[src/inc/timer_pkg.sv]
// How it works
// - count drops one per 100 us tick
// - enabling copies preload into count, then counts
// - preload becomes ffff on reset or disable
// - count starts at ffff after reset
// - preload writable whether running or not
// - preload write while running restarts countdown
// - at zero wrap to ffff, flag, continue
// - flag and irq only when allowed
// - flag sticky, cleared by writing one
package timer_pkg;

    // register byte offsets on the plain port
    localparam logic [7:0] OFS_CONFIG = 8'h00;
    localparam logic [7:0] OFS_PRELOAD = 8'h04;
    localparam logic [7:0] OFS_COUNT = 8'h08;
    localparam logic [7:0] OFS_STATUS = 8'h0c;
    localparam logic [7:0] OFS_MASK = 8'h10;

    // field positions
    localparam int RUN_EN_BIT = 0;
    localparam int EXPIRED_BIT = 0;

    // values after reset, at wrap and at zero
    localparam logic [15:0] COUNT_RESET = 16'hffff;
    localparam logic [15:0] PRELOAD_RESET = 16'hffff;
    localparam logic [15:0] COUNT_WRAP = 16'hffff;
    localparam logic [15:0] COUNT_ZERO = 16'h0000;

    // timing: clock period and tick time, both in ns
    localparam int CLK_PERIOD_NS = 100;
    localparam int TICK_TIME_NS = 100000;
    // exact division, so no rounding question arises
    localparam int TICK_CYCLES = (TICK_TIME_NS / CLK_PERIOD_NS < 1) ? 1 : TICK_TIME_NS / CLK_PERIOD_NS;
    localparam logic [9:0] TICK_LAST = 10'(TICK_CYCLES - 1);

    // one bus request as the master presents it
    typedef struct packed {
        logic [7:0] addr;
        logic [31:0] wdata;
        logic wr;
        logic rd;
    } bus_req_t;

endpackage

[src/rtl/periodic_host_timer.sv]
// Strobed register access and the register offsets were decided locally.
`timescale 1ns/1ns
module periodic_host_timer
    import timer_pkg::*;
(
    input wire logic i_ref_clk, // 10 MHz clock
    input wire logic i_sys_rst, // sync reset, high
    input wire bus_req_t i_bus, // register request
    output logic [31:0] o_rdata, // read data, cycle after read
    output logic o_irq // level interrupt, high
);

    // state
    // registers first, then the wires between them

    logic tick; // 100 us pulse
    logic run_en_q; // timer_config_reg run bit
    logic [15:0] timer_preload_value_q; // preload field
    logic [15:0] timer_count_value_q; // live count
    logic timer_expired_flag_q; // sticky expiry status
    logic timer_irq_allow_q; // mask bit, same layout
    logic [31:0] rdata_q; // read data register

    // decoded strobes
    logic wr_config; // write to config
    logic wr_preload; // write to preload
    logic wr_status; // write to status
    logic wr_mask; // write to mask
    logic run_en_d; // next run bit
    logic enable_rise; // run bit going 0 -> 1
    logic enable_fall; // run bit going 1 -> 0
    logic at_zero; // count sits at zero
    logic expire_evt; // wrap happened this tick
    logic flag_clear; // software write-one-to-clear

    // tick source
    // one pulse per 100 us from the free divider

    // prescaler runs on regardless of the enable, so the first
    // decrement after enabling lands anywhere within one tick
    tick_prescaler u_prescaler (
        .i_ref_clk (i_ref_clk),
        .i_sys_rst (i_sys_rst),
        .o_tick (tick)
    );

    // address decode
    // one write strobe per writable register, no wait states

    // map, every field in the low bits:
    // config, bit 0 runs the countdown
    // preload, 16 bits, writable at any time
    // count, 16 bits, read only
    // status, bit 0 expiry, write one clears
    // mask, bit 0 lets expiry through
    // writes to other offsets are dropped silently

    // bus is on this clock already, no synchroniser needed
    assign wr_config = i_bus.wr && (i_bus.addr == OFS_CONFIG);
    assign wr_preload = i_bus.wr && (i_bus.addr == OFS_PRELOAD);
    assign wr_status = i_bus.wr && (i_bus.addr == OFS_STATUS);
    assign wr_mask = i_bus.wr && (i_bus.addr == OFS_MASK);

    // enable edges seen from the write itself
    assign run_en_d = wr_config ? i_bus.wdata[RUN_EN_BIT] : run_en_q;
    assign enable_rise = run_en_d && !run_en_q;
    assign enable_fall = !run_en_d && run_en_q;

    // countdown helpers
    assign at_zero = (timer_count_value_q == COUNT_ZERO);
    assign expire_evt = run_en_q && !wr_preload && tick && at_zero;
    assign flag_clear = wr_status && i_bus.wdata[EXPIRED_BIT];

    // config register
    // only the run bit lives here

    // run bit, plain read/write
    always_ff @(posedge i_ref_clk) begin
        if (i_sys_rst) begin
            run_en_q <= 1'b0;
        end else begin
            run_en_q <= run_en_d;
        end
    end

    // preload register
    // start value loaded on enabling; a wrap restarts from ffff

    // software may write at any time; dropping the enable
    // throws the value away and restores the default
    always_ff @(posedge i_ref_clk) begin
        if (i_sys_rst) begin
            timer_preload_value_q <= PRELOAD_RESET;
        end else if (wr_preload) begin
            timer_preload_value_q <= i_bus.wdata[15:0];
        end else if (enable_fall) begin
            timer_preload_value_q <= PRELOAD_RESET;
        end
    end

    // countdown
    // the live count, one unit per tick

    // priority: reset, enable load, new preload, tick
    always_ff @(posedge i_ref_clk) begin
        if (i_sys_rst) begin
            timer_count_value_q <= COUNT_RESET;
        end else if (enable_rise) begin
            // load from the stored preload on enabling
            timer_count_value_q <= timer_preload_value_q;
        end else if (run_en_q && wr_preload) begin
            // a fresh value abandons the current run
            timer_count_value_q <= i_bus.wdata[15:0];
        end else if (run_en_q && tick) begin
            if (at_zero) begin
                // wrap and keep going
                timer_count_value_q <= COUNT_WRAP;
            end else begin
                // one unit per tick
                timer_count_value_q <= timer_count_value_q - 16'h0001;
            end
        end
        // otherwise hold while disabled
    end

    // interrupt status and mask
    // one sticky bit and one mask bit, same position

    // mask bit, plain read/write
    always_ff @(posedge i_ref_clk) begin
        if (i_sys_rst) begin
            timer_irq_allow_q <= 1'b0;
        end else if (wr_mask) begin
            timer_irq_allow_q <= i_bus.wdata[EXPIRED_BIT];
        end
    end

    // sticky flag; an allowed wrap in the clearing cycle wins so the
    // event is not lost
    always_ff @(posedge i_ref_clk) begin
        if (i_sys_rst) begin
            timer_expired_flag_q <= 1'b0;
        end else if (expire_evt && timer_irq_allow_q) begin
            timer_expired_flag_q <= 1'b1;
        end else if (flag_clear) begin
            timer_expired_flag_q <= 1'b0;
        end
    end

    // level output, straight from two flops
    assign o_irq = timer_expired_flag_q && timer_irq_allow_q;

    // read port
    // registered, so a read adds no path from the decode

    // data valid only in the cycle after the read strobe;
    // unmapped addresses and idle cycles read as zero
    always_ff @(posedge i_ref_clk) begin
        if (i_sys_rst) begin
            rdata_q <= 32'h0000_0000;
        end else if (i_bus.rd) begin
            case (i_bus.addr)
                OFS_CONFIG: begin
                    rdata_q <= {31'h0000_0000, run_en_q};
                end
                OFS_PRELOAD: begin
                    rdata_q <= {16'h0000, timer_preload_value_q};
                end
                OFS_COUNT: begin
                    rdata_q <= {16'h0000, timer_count_value_q};
                end
                OFS_STATUS: begin
                    rdata_q <= {31'h0000_0000, timer_expired_flag_q};
                end
                OFS_MASK: begin
                    rdata_q <= {31'h0000_0000, timer_irq_allow_q};
                end
                default: begin
                    rdata_q <= 32'h0000_0000;
                end
            endcase
        end else begin
            rdata_q <= 32'h0000_0000;
        end
    end

    assign o_rdata = rdata_q;
endmodule // periodic_host_timer

[src/rtl/tick_prescaler.sv]
`timescale 1ns/1ns
module tick_prescaler
    import timer_pkg::*;
(
    input wire logic i_ref_clk, // 10 MHz clock
    input wire logic i_sys_rst, // sync reset, high
    output logic o_tick // one-cycle tick each 100 us
);

    logic [9:0] div_q; // cycle counter
    logic tick_q; // registered tick

    // free running divider, never gated by the timer enable
    always_ff @(posedge i_ref_clk) begin
        if (i_sys_rst) begin
            div_q <= 10'h000;
            tick_q <= 1'b0;
        end else if (div_q == TICK_LAST) begin
            div_q <= 10'h000;
            tick_q <= 1'b1;
        end else begin
            div_q <= div_q + 10'h001;
            tick_q <= 1'b0;
        end
    end

    assign o_tick = tick_q;
endmodule // tick_prescaler

[config.mk]
export PLATFORM = sky130hd
export DESIGN_NAME = periodic_host_timer
export DESIGN_NICKNAME = d
export VERILOG_FILES = /design/src/inc/timer_pkg.sv /design/src/rtl/periodic_host_timer.sv /design/src/rtl/tick_prescaler.sv
export SDC_FILE = /design/constraint.sdc
export NUM_CORES = 1
export LEC_CHECK = 0
export BUFFER_PORTS_ARGS = -buffer_cell sky130_fd_sc_hd__buf_2
export CAP_MARGIN = 10
export CORE_MARGIN = 2
export CORE_UTILIZATION = 40
export DETAILED_ROUTE_END_ITERATION = 12
export GPL_ROUTABILITY_DRIVEN = 0
export SETUP_SLACK_MARGIN = 0.2
export SYNTH_ARGS = -nofsm -noshare
export SYNTH_HDL_FRONTEND = slang
export SYNTH_HIERARCHICAL = 1
export SYNTH_SLANG_ARGS = --single-unit
export TNS_END_PERCENT = 5
[constraint.sdc]
create_clock -name i_ref_clk -period 2.56 [get_ports i_ref_clk]
set_input_delay 0.384 -clock i_ref_clk [delete_from_list [all_inputs] [get_ports i_ref_clk]]
set_output_delay 0.384 -clock i_ref_clk [all_outputs]
set_load 0.01 [all_outputs]
## Word-level counts from Yosys, hierarchy flattened

Cells that the tools add are included.

- Word-level logic and storage cells: 51
- Flip-flop bits (word level): 78
- Input port bits: 44

- Reductions and logical operators: 24
- Bitwise gates (word level): 1
- Multiplexer cells: 11
- Add/subtract/negate cells: 2
- Equality and inequality tests: 5

Operators by type and width:

| kind | number |
|---|---|
| $mux 16 | 6 |
| $pmux 16 s5 | 1 |
| $eq 8x4->1 const B | 2 |
| $logic_not 16->1 | 1 |
| $sub 16x1->16 const B | 1 |
| $logic_and 1x1->1 | 14 |
| $add 10x1->10 const B | 1 |
| $eq 10x10->1 const B | 1 |
| $eq 8x3->1 const B | 1 |
| $eq 8x5->1 const B | 1 |
| $logic_not 8->1 | 1 |
| $mux 1 | 4 |
| $reduce_bool 2->1 | 2 |
| $reduce_or 2->1 | 2 |
| $logic_not 1->1 | 3 |
| $reduce_bool 3->1 | 1 |
| $not 1->1 | 1 |

## Logic depth before layout (Yosys ltp)

Gate-level depths: netlist of the first run.

- Depth after elaboration: 8
- Mapped depth: 7
- Depth with buffers taken out: 7

## By module

The synthesis of the first run kept the hierarchy.

By module, submodules not included:

| module | times used | cells each | area each (um^2) |
|---|---|---|---|
| periodic_host_timer | 1 | 330 | 2,703.8 |
| tick_prescaler | 1 | 54 | 485.5 |

## Worst setup path before layout of the first run

OpenSTA, ideal clock, no wires.

- Path kind: register to register
- Start point: register timer_count_value_q[3]
- End point: register timer_count_value_q[13]
- Clock period less this slack: 2.337 ns
- Stages on the path, launching flop included: 7
- Library setup time: 0.130 ns
- Slack: 0.223 ns
- Required time: 2.430 ns
- Data arrival time: 2.207 ns
- Cell sequence: dfxtp_1 -> buf_6 -> or4_4 -> or4_4 -> or3b_1 -> a2111oi_2 -> a311oi_1

- Word-level cells in the longest chain between the ends: 5
- Elaborated cells between the ends (all ways): 6

RTL lines:

| what | RTL line | source |
|---|---|---|
| start: declaration | periodic_host_timer.sv:19 | `logic [15:0] timer_count_value_q;` |
| start signal: assignment | periodic_host_timer.sv:110 | `timer_count_value_q <= timer_preload_value_q;` |
| start signal: assignment | periodic_host_timer.sv:113 | `timer_count_value_q <= i_bus.wdata[15:0];` |
| start signal: assignment | periodic_host_timer.sv:120 | `timer_count_value_q <= timer_count_value_q - 16'h0001;` |
| $sub 16x1->16 / $logic_not 16->1 (equally long branches) | periodic_host_timer.sv:120, periodic_host_timer.sv:70 |  |
| $mux 16 (*) | periodic_host_timer.sv:115 | `if (at_zero) begin` |
| $mux 16 (*) | periodic_host_timer.sv:114 | `end else if (run_en_q && tick) begin` |
| $mux 16 (*) | periodic_host_timer.sv:111 | `end else if (run_en_q && wr_preload) begin` |
| $mux 16 (*) | periodic_host_timer.sv:108 | `end else if (enable_rise) begin` |

Every way passes the cells marked *; elsewhere a longest branch is shown, timed or not. The select of a mux whose other input is x is not followed.
A chain may end at the register's enable or synchronous reset.

## Worst setup path after layout of the first run

- Start point: register timer_count_value_q[4]
- End point: register timer_count_value_q[13]

Same word-level chain as after synthesis.

==> flow_metrics.py, run 1 <==
metrics = {
    "critical_path": {
        "worstSetupPathType": "flop to flop",
        "path_cells": "or4_4, or4_4, or3b_4, a2111oi_4, a311oi_1",
        "cpMostUsedCell": "or4_4",
        "cp.required_ns": 2.79,
        "startpoint_type": "flop",
        "worst_path_largest_cell_delay_ns": 0.56,
        "critPathSlowestCell": "or4_4",
        "crit_arrival_ns": 2.59,
        "path_max_fanout": 7,
        "worstSetupEndpointType": "flop",
    },
    "finish": {
        "fin_cells": 552,
        "fin_nets": 492,
        "multi_input_area_um2": 1820,
        "fill_cells": 805,
        "diodes": 0,
        "seq_area_um2": 1240,
        "drive_above_1_share": 0.227,
        "area_growth_pct": 18.4,
    },
    "clock_network": {
        "clock_latency_ns": 0.35,
        "cts_sinks": 62,
        "cts_hold_buf": 0,
        "post_cts_buffers": 0,
        "clockBufferDepth": 2,
        "h-tree-depth": 3,
        "root_buffer": "clkbuf_8",
        "cts_tree": "done",
        "clk_pin_slew_ns": 0.07,
        "cts_buffers": 9,
    },
    "pwr": {
        "p_clk_frac": 0.405,
        "p_per_area_nw_per_um2": 495,
        "leakage_uw": 0.00141,
        "vdd_drop_max_uv": 223,
        "combPwrFrac": 0.065,
        "p_switching_uw": 472,
        "swShare": 0.253,
        "p_total_uw": 1870,
        "intPower_uw": 1400,
        "power_frac_seq": 0.530,
    },
    "timing": {
        "final.period_utilization": 0.921,
        "skew_ns": 0.00800,
        "holdWs_ns": 0.258,
        "setup_viol": 0,
        "relSlewSlack": 0.581,
        "fmax_mhz": 424,
        "timing.final.crit_period_ns": 2.36,
        "finalHoldViolations": 0,
        "worstMarginPinSlew_ns": 0.625,
        "rsz0062_at_grt": "true",
        "fin_setup_tns_ns": 0,
        "final_max_slew_viol_count": 0,
    },
    "synth": {
        "synth-seq-area-share": 0.389,
        "syn_area_per_cell_um2": 8.31,
        "ys_top_cells_by_area": "dfxtp_1 39%, nor2_1 5.6%, nand2_1 4.6%",
        "synth.ff_latch_count": 62,
        "yosysUniqueCellTypes": 63,
        "synthArstFlopShare": 0,
        "syn_inst": 384,
        "syn_area_um2": 3190,
        "yosys.area.top_type": "dfxtp_1",
        "synth-edff-count": 0,
        "ys.warnings.count": 6,
        "synth_flop_cell": "dfxtp_1",
        "synth.top_cell.area_share": 0.389,
        "yosysMostFrequentCell": "dfxtp_1",
        "synthTopCellsByCount": "62 x dfxtp_1, 48 x nor2_1, 39 x nand2_1",
    },
    "global_routing": {
        "first_global_vias": 2975,
        "grt_start_max_net_pins": 18,
        "antenna_found_initial": 0,
        "grt_first_pass_wirelength_um": 15000,
        "grt-ovfl-total": 0,
        "grt_usage": 0.220,
    },
    "floorplan": {
        "num_rows": 32,
        "coreArea_um2": 7730,
        "dieArea_um2": 8700,
        "dieHeight_um": 93.3,
        "die_w_um": 93.3,
        "initial_core_util": 0.413,
        "pin_count": 77,
    },
    "placed_design": {
        "dp_hpwl_um": 6430,
        "placed_cells": 536,
        "port_buffers": 44,
    },
    "detailed_routing": {
        "antenna_left": 0,
        "num_vias": 3116,
        "drc": 0,
        "dr.pass1.iters": 4,
        "via_per_inst": 5.64,
        "routed_wl_um": 8960,
        "wl_per_cell_um": 16.2,
        "drtIter0Drc": 232,
    },
    "outcome": {
        "outcome": "finished, final reports clean",
    },
    "worst_hold_path": {
        "min_path_type": "input port to flop",
    },
    "job": {
        "cap_violations": 0,
    },
}
-- worst paths after layout --
| path | from | to | slack [ns] | cells past startpoint |
|---|---|---|---|---|
| worst max register to register | timer_count_value_q[4]$_SDFFE_PP1P_ | timer_count_value_q[13]$_SDFFE_PP1P_ | 0.20 | 5 |
| worst min register to register | u_prescaler/div_q[0]$_SDFF_PP0_ | u_prescaler/div_q[0]$_SDFF_PP0_ | 0.45 | 1 |
| worst min-delay path | i_bus[8] | timer_preload_value_q[6]$_SDFFE_PP1P_ | 0.26 | 3 |
| worst max-delay path | timer_count_value_q[4]$_SDFFE_PP1P_ | timer_count_value_q[13]$_SDFFE_PP1P_ | 0.20 | 5 |
-- power groups by stage --
stage	Combinational, uW	Clock [uW]	Sequential (uW)
global placement	119	0	1010
detailed placement	121	0	1010
floorplan	83.7	0	1010
global route	136	818	992
finish	122	757	991
CTS	121	773	990
-- metal layers --
layer  track usage  part of all wire
met4        0.0772             0.011
met5             0                 0
met2         0.330              0.46
met3        0.0516             0.058
met1         0.309              0.47
-- cell type report --
class | count | share of cell area
clock buffers | 12 | 0.0384
clock inverters | 4 | 0.00597
inverters | 7 | 0.00696
multi-input cells | 298 | 0.481
flip-flops and latches | 62 | 0.329
well taps | 102 | 0.0338
repair buffers | 67 | 0.104
-- logic make-up (layout without fill, tap and decap cells) --
group | count (synthesis) | after routing | synth area share
XOR/XNOR | 12 | 12 | 0.0330
buffers and inverters | 39 | 90 | 0.0671
other | 1 | 16 | 0.00118
multiplexers | 5 | 5 | 0.0161
flip-flops | 62 | 62 | 0.389
AND/OR/NAND/NOR | 157 | 157 | 0.253
adder cells (fa/ha/maj) | 3 | 3 | 0.0118
AO/OA/AOI/OAI | 105 | 105 | 0.229
-- placed cells by master (no fill, tap or decap), drive strengths merged, types with 6 or more instances in the layout --
cell and count:
clkbuf 12, nand4 6, or4 7, conb 16
a31oi 6, a22oi 16, nor2 48, a21oi 15
dfxtp 62, xor2 8, o22ai 21, o21ai 11
nor3 10, inv 7, buf 67, nand3 15
nand2 40, a221oi 6
-- metrics by stage --
stage           util  cell area (um^2)  worst slack [ns]
6_report       0.489              3770             0.203
5_1_grt        0.489              3770             0.128
4_1_cts        0.486              3750             0.200
3_5_place_dp   0.464              3580             0.184
3_3_place_gp   0.464              3580             0.204
2_1_floorplan      -              3250             0.223
-- registers in the layout (all words and copies together), names as in the netlist --
name                   cells
run_en_q                   1
timer_irq_allow_q          1
timer_preload_value_q     16
u_prescaler/div_q         10
timer_expired_flag_q       1
timer_count_value_q       16
o_rdata                   16
u_prescaler/o_tick         1
-- repair_timing --
item                       CTS  global route
setup endpoints to repair    1             3
hold endpoints to repair     0             0
gates cloned                 0             0
gates resized for setup      2             4
-- critical path, delay by kind of cell, from the launching register on --
kind / cells / cell delay (ns)
flip-flops: 1 / 0.36
AO/OA/AOI/OAI: 2 / 0.39
AND/OR/NAND/NOR: 3 / 1.49
Power figures use the tool's default switching activity.
==> inputs of run 2 (changes only) <==
--- a/config.mk
+++ b/config.mk
@@ -7,6 +7,7 @@
 export LEC_CHECK = 0
 export BUFFER_PORTS_ARGS = -buffer_cell sky130_fd_sc_hd__buf_2
 export CAP_MARGIN = 10
+export CORE_ASPECT_RATIO = 2
 export CORE_MARGIN = 2
 export CORE_UTILIZATION = 40
 export DETAILED_ROUTE_END_ITERATION = 12
==> constraint.sdc (replaced) <==
create_clock -name i_ref_clk -period 2.1 [get_ports i_ref_clk]
set_input_delay 0.315 -clock i_ref_clk [delete_from_list [all_inputs] [get_ports i_ref_clk]]
set_output_delay 0.315 -clock i_ref_clk [all_outputs]
set_load 0.01 [all_outputs]
==> flow_metrics.py, run 2 (synthesis results as in run 1) <==
metrics = {
    "finish": {
        "final_cell_mix": "59 x dfxtp_1, 48 x nor2_1, 44 x buf_2",
        "area_growth_pct": 28.4,
        "stdcell_area_um2": 4090,
        "drive_above_1_share": 0.274,
        "postLayoutCoreUtil": 0.523,
        "layout_commonest_cell": "dfxtp_1",
        "fin_nets": 513,
        "diodes": 0,
    },
    "worst_hold_path": {
        "holdPathStages": 3,
        "min_path_type": "input port to flop",
    },
    "timing": {
        "skew_ns": 0.00685,
        "final_max_slew_viol_count": 0,
        "relSlewSlack": 0.591,
        "fmax_mhz": 462,
        "worstMarginPinSlew_ns": 0.608,
        "final.period_utilization": 1.03,
        "timing.final.ws_setup_ns": -0.0632,
        "timing.final.crit_period_ns": 2.16,
        "rsz0062_at_grt": "true",
        "setup_viol": 1,
        "finalHoldViolations": 0,
        "fin_setup_tns_ns": -0.0632,
        "holdWs_ns": 0.208,
    },
    "floorplan": {
        "die_w_um": 67.1,
        "pin_count": 77,
        "num_rows": 46,
        "dieHeight_um": 130,
        "coreArea_um2": 7830,
        "initial_core_util": 0.407,
        "dieArea_um2": 8750,
    },
    "critical_path": {
        "cp.required_ns": 2.31,
        "startpoint_type": "flop",
        "path_max_fanout": 2,
        "path_buf_inv": 0,
        "critPathSlowestCell": "or4_4",
        "crit_cells": 5,
        "worstSetupPathType": "flop to flop",
        "crit_family": "simple AND/OR/NAND/NOR gates",
        "worst_path_largest_cell_delay_ns": 0.55,
        "worstSetupEndpointType": "flop",
        "worst-r2r-cell-count": 5,
        "crit_arrival_ns": 2.37,
        "path_cells": "or4_4, or4_4, or3b_1, a2111oi_2, a311oi_1",
        "cpMostUsedCell": "or4_4",
    },
    "clock_network": {
        "cts_buffers": 9,
        "h-tree-depth": 3,
        "clock_latency_ns": 0.33,
        "clk_pin_slew_ns": 0.05,
        "root_buffer": "clkbuf_16",
        "clockBufferDepth": 2,
        "cts_sinks": 62,
        "cts_tree": "done",
    },
    "placed_design": {
        "postPlaceCellArea_um2": 3760,
        "dp_hpwl_um": 7050,
        "port_buffers": 44,
    },
    "global_routing": {
        "first_global_vias": 3016,
        "grt-ovfl-total": 0,
        "grt_start_max_net_pins": 18,
        "grt_usage": 0.230,
        "grt_first_pass_wirelength_um": 15100,
        "antenna_found_initial": 0,
    },
    "pwr": {
        "p_switching_uw": 612,
        "combPwrFrac": 0.058,
        "power_frac_seq": 0.445,
        "leakage_uw": 0.00157,
        "intPower_uw": 2110,
        "p_per_area_nw_per_um2": 665,
        "vdd_drop_max_uv": 517,
        "swShare": 0.225,
        "p_clk_frac": 0.497,
        "p_total_uw": 2720,
    },
    "detailed_routing": {
        "dr.pass1.iters": 4,
        "antenna_left": 0,
        "num_vias": 3187,
        "drtIter0Drc": 222,
        "routed_wl_um": 9570,
        "wl_per_cell_um": 16.9,
        "drc": 0,
        "via_per_inst": 5.63,
    },
    "job": {
        "cap_violations": 0,
    },
    "outcome": {
        "outcome": "complete, but fails checks",
        "violations": "setup timing",
    },
}
run 2: cell count changes in the layout (fill, tap and decap cells not counted), sizes merged:
cell      delta
buf         +21
clkinv       -2
clkinvlp     +1
run 2: routing by layer:
layer  track usage  wire, um  vias to the layer above
met1         0.286      3920                     1497
met2         0.373      4900                      100
met5             0         0                        -
li1              -         -                     1569
met4         0.113       281                        0
met3        0.0440       469                       21
run 2: per-stage QoR:
step | worst slack [ns] | cells
global placement | -0.0629 | 551
CTS | -0.0649 | 566
detailed placement | -0.0820 | 551
floorplan | -0.0662 | 399
finish | -0.0632 | 566
global route | -0.125 | 566
run 2: worst paths after layout:
kind / from / end / slack, ns
hold reg to reg: u_prescaler/div_q[0]$_SDFF_PP0_ / u_prescaler/div_q[0]$_SDFF_PP0_ / 0.45
hold / removal: i_bus[13] / timer_preload_value_q[11]$_SDFFE_PP1P_ / 0.21
setup / recovery: timer_count_value_q[6]$_SDFFE_PP1P_ / timer_count_value_q[13]$_SDFFE_PP1P_ / -0.06
setup reg to reg: timer_count_value_q[6]$_SDFFE_PP1P_ / timer_count_value_q[13]$_SDFFE_PP1P_ / -0.06
run 2: timing repair:
item                                    CTS  global route
resized for setup                         2            10
buffers inserted                          0             0
hold buffers                              0             0
pin swaps                                 3             4
endpoints found under the setup margin    8            16
gates cloned                              0             0
run 2: power groups by stage:
stage | Sequential, uW | Clock (uW) | Combinational [uW]
finish | 1210 | 1350 | 159
global route | 1210 | 1420 | 173
CTS | 1210 | 1370 | 157
detailed placement | 1230 | 0 | 156
global placement | 1230 | 0 | 155
floorplan | 1230 | 0 | 103
run 2: final cells by class:
| cell class | instances | area [um^2] |
|---|---|---|
| multi-input combinational | 298 | 1860 |
| clock inverter | 3 | 20.0 |
| tap | 96 | 120 |
| fill | 800 | 3730 |
| inverter | 7 | 26.3 |
| timing repair buffer | 88 | 563 |
| clock buffer | 12 | 256 |
| sequential | 62 | 1240 |
run 2: tightest hold or removal path: cells and delay by family:
| kind | cells | cell delay (ns) |
|---|---|---|
| AO/OA/AOI/OAI | 1 | 0.05 |
| buffers and inverters | 1 | 0.09 |
| AND/OR/NAND/NOR | 1 | 0.05 |
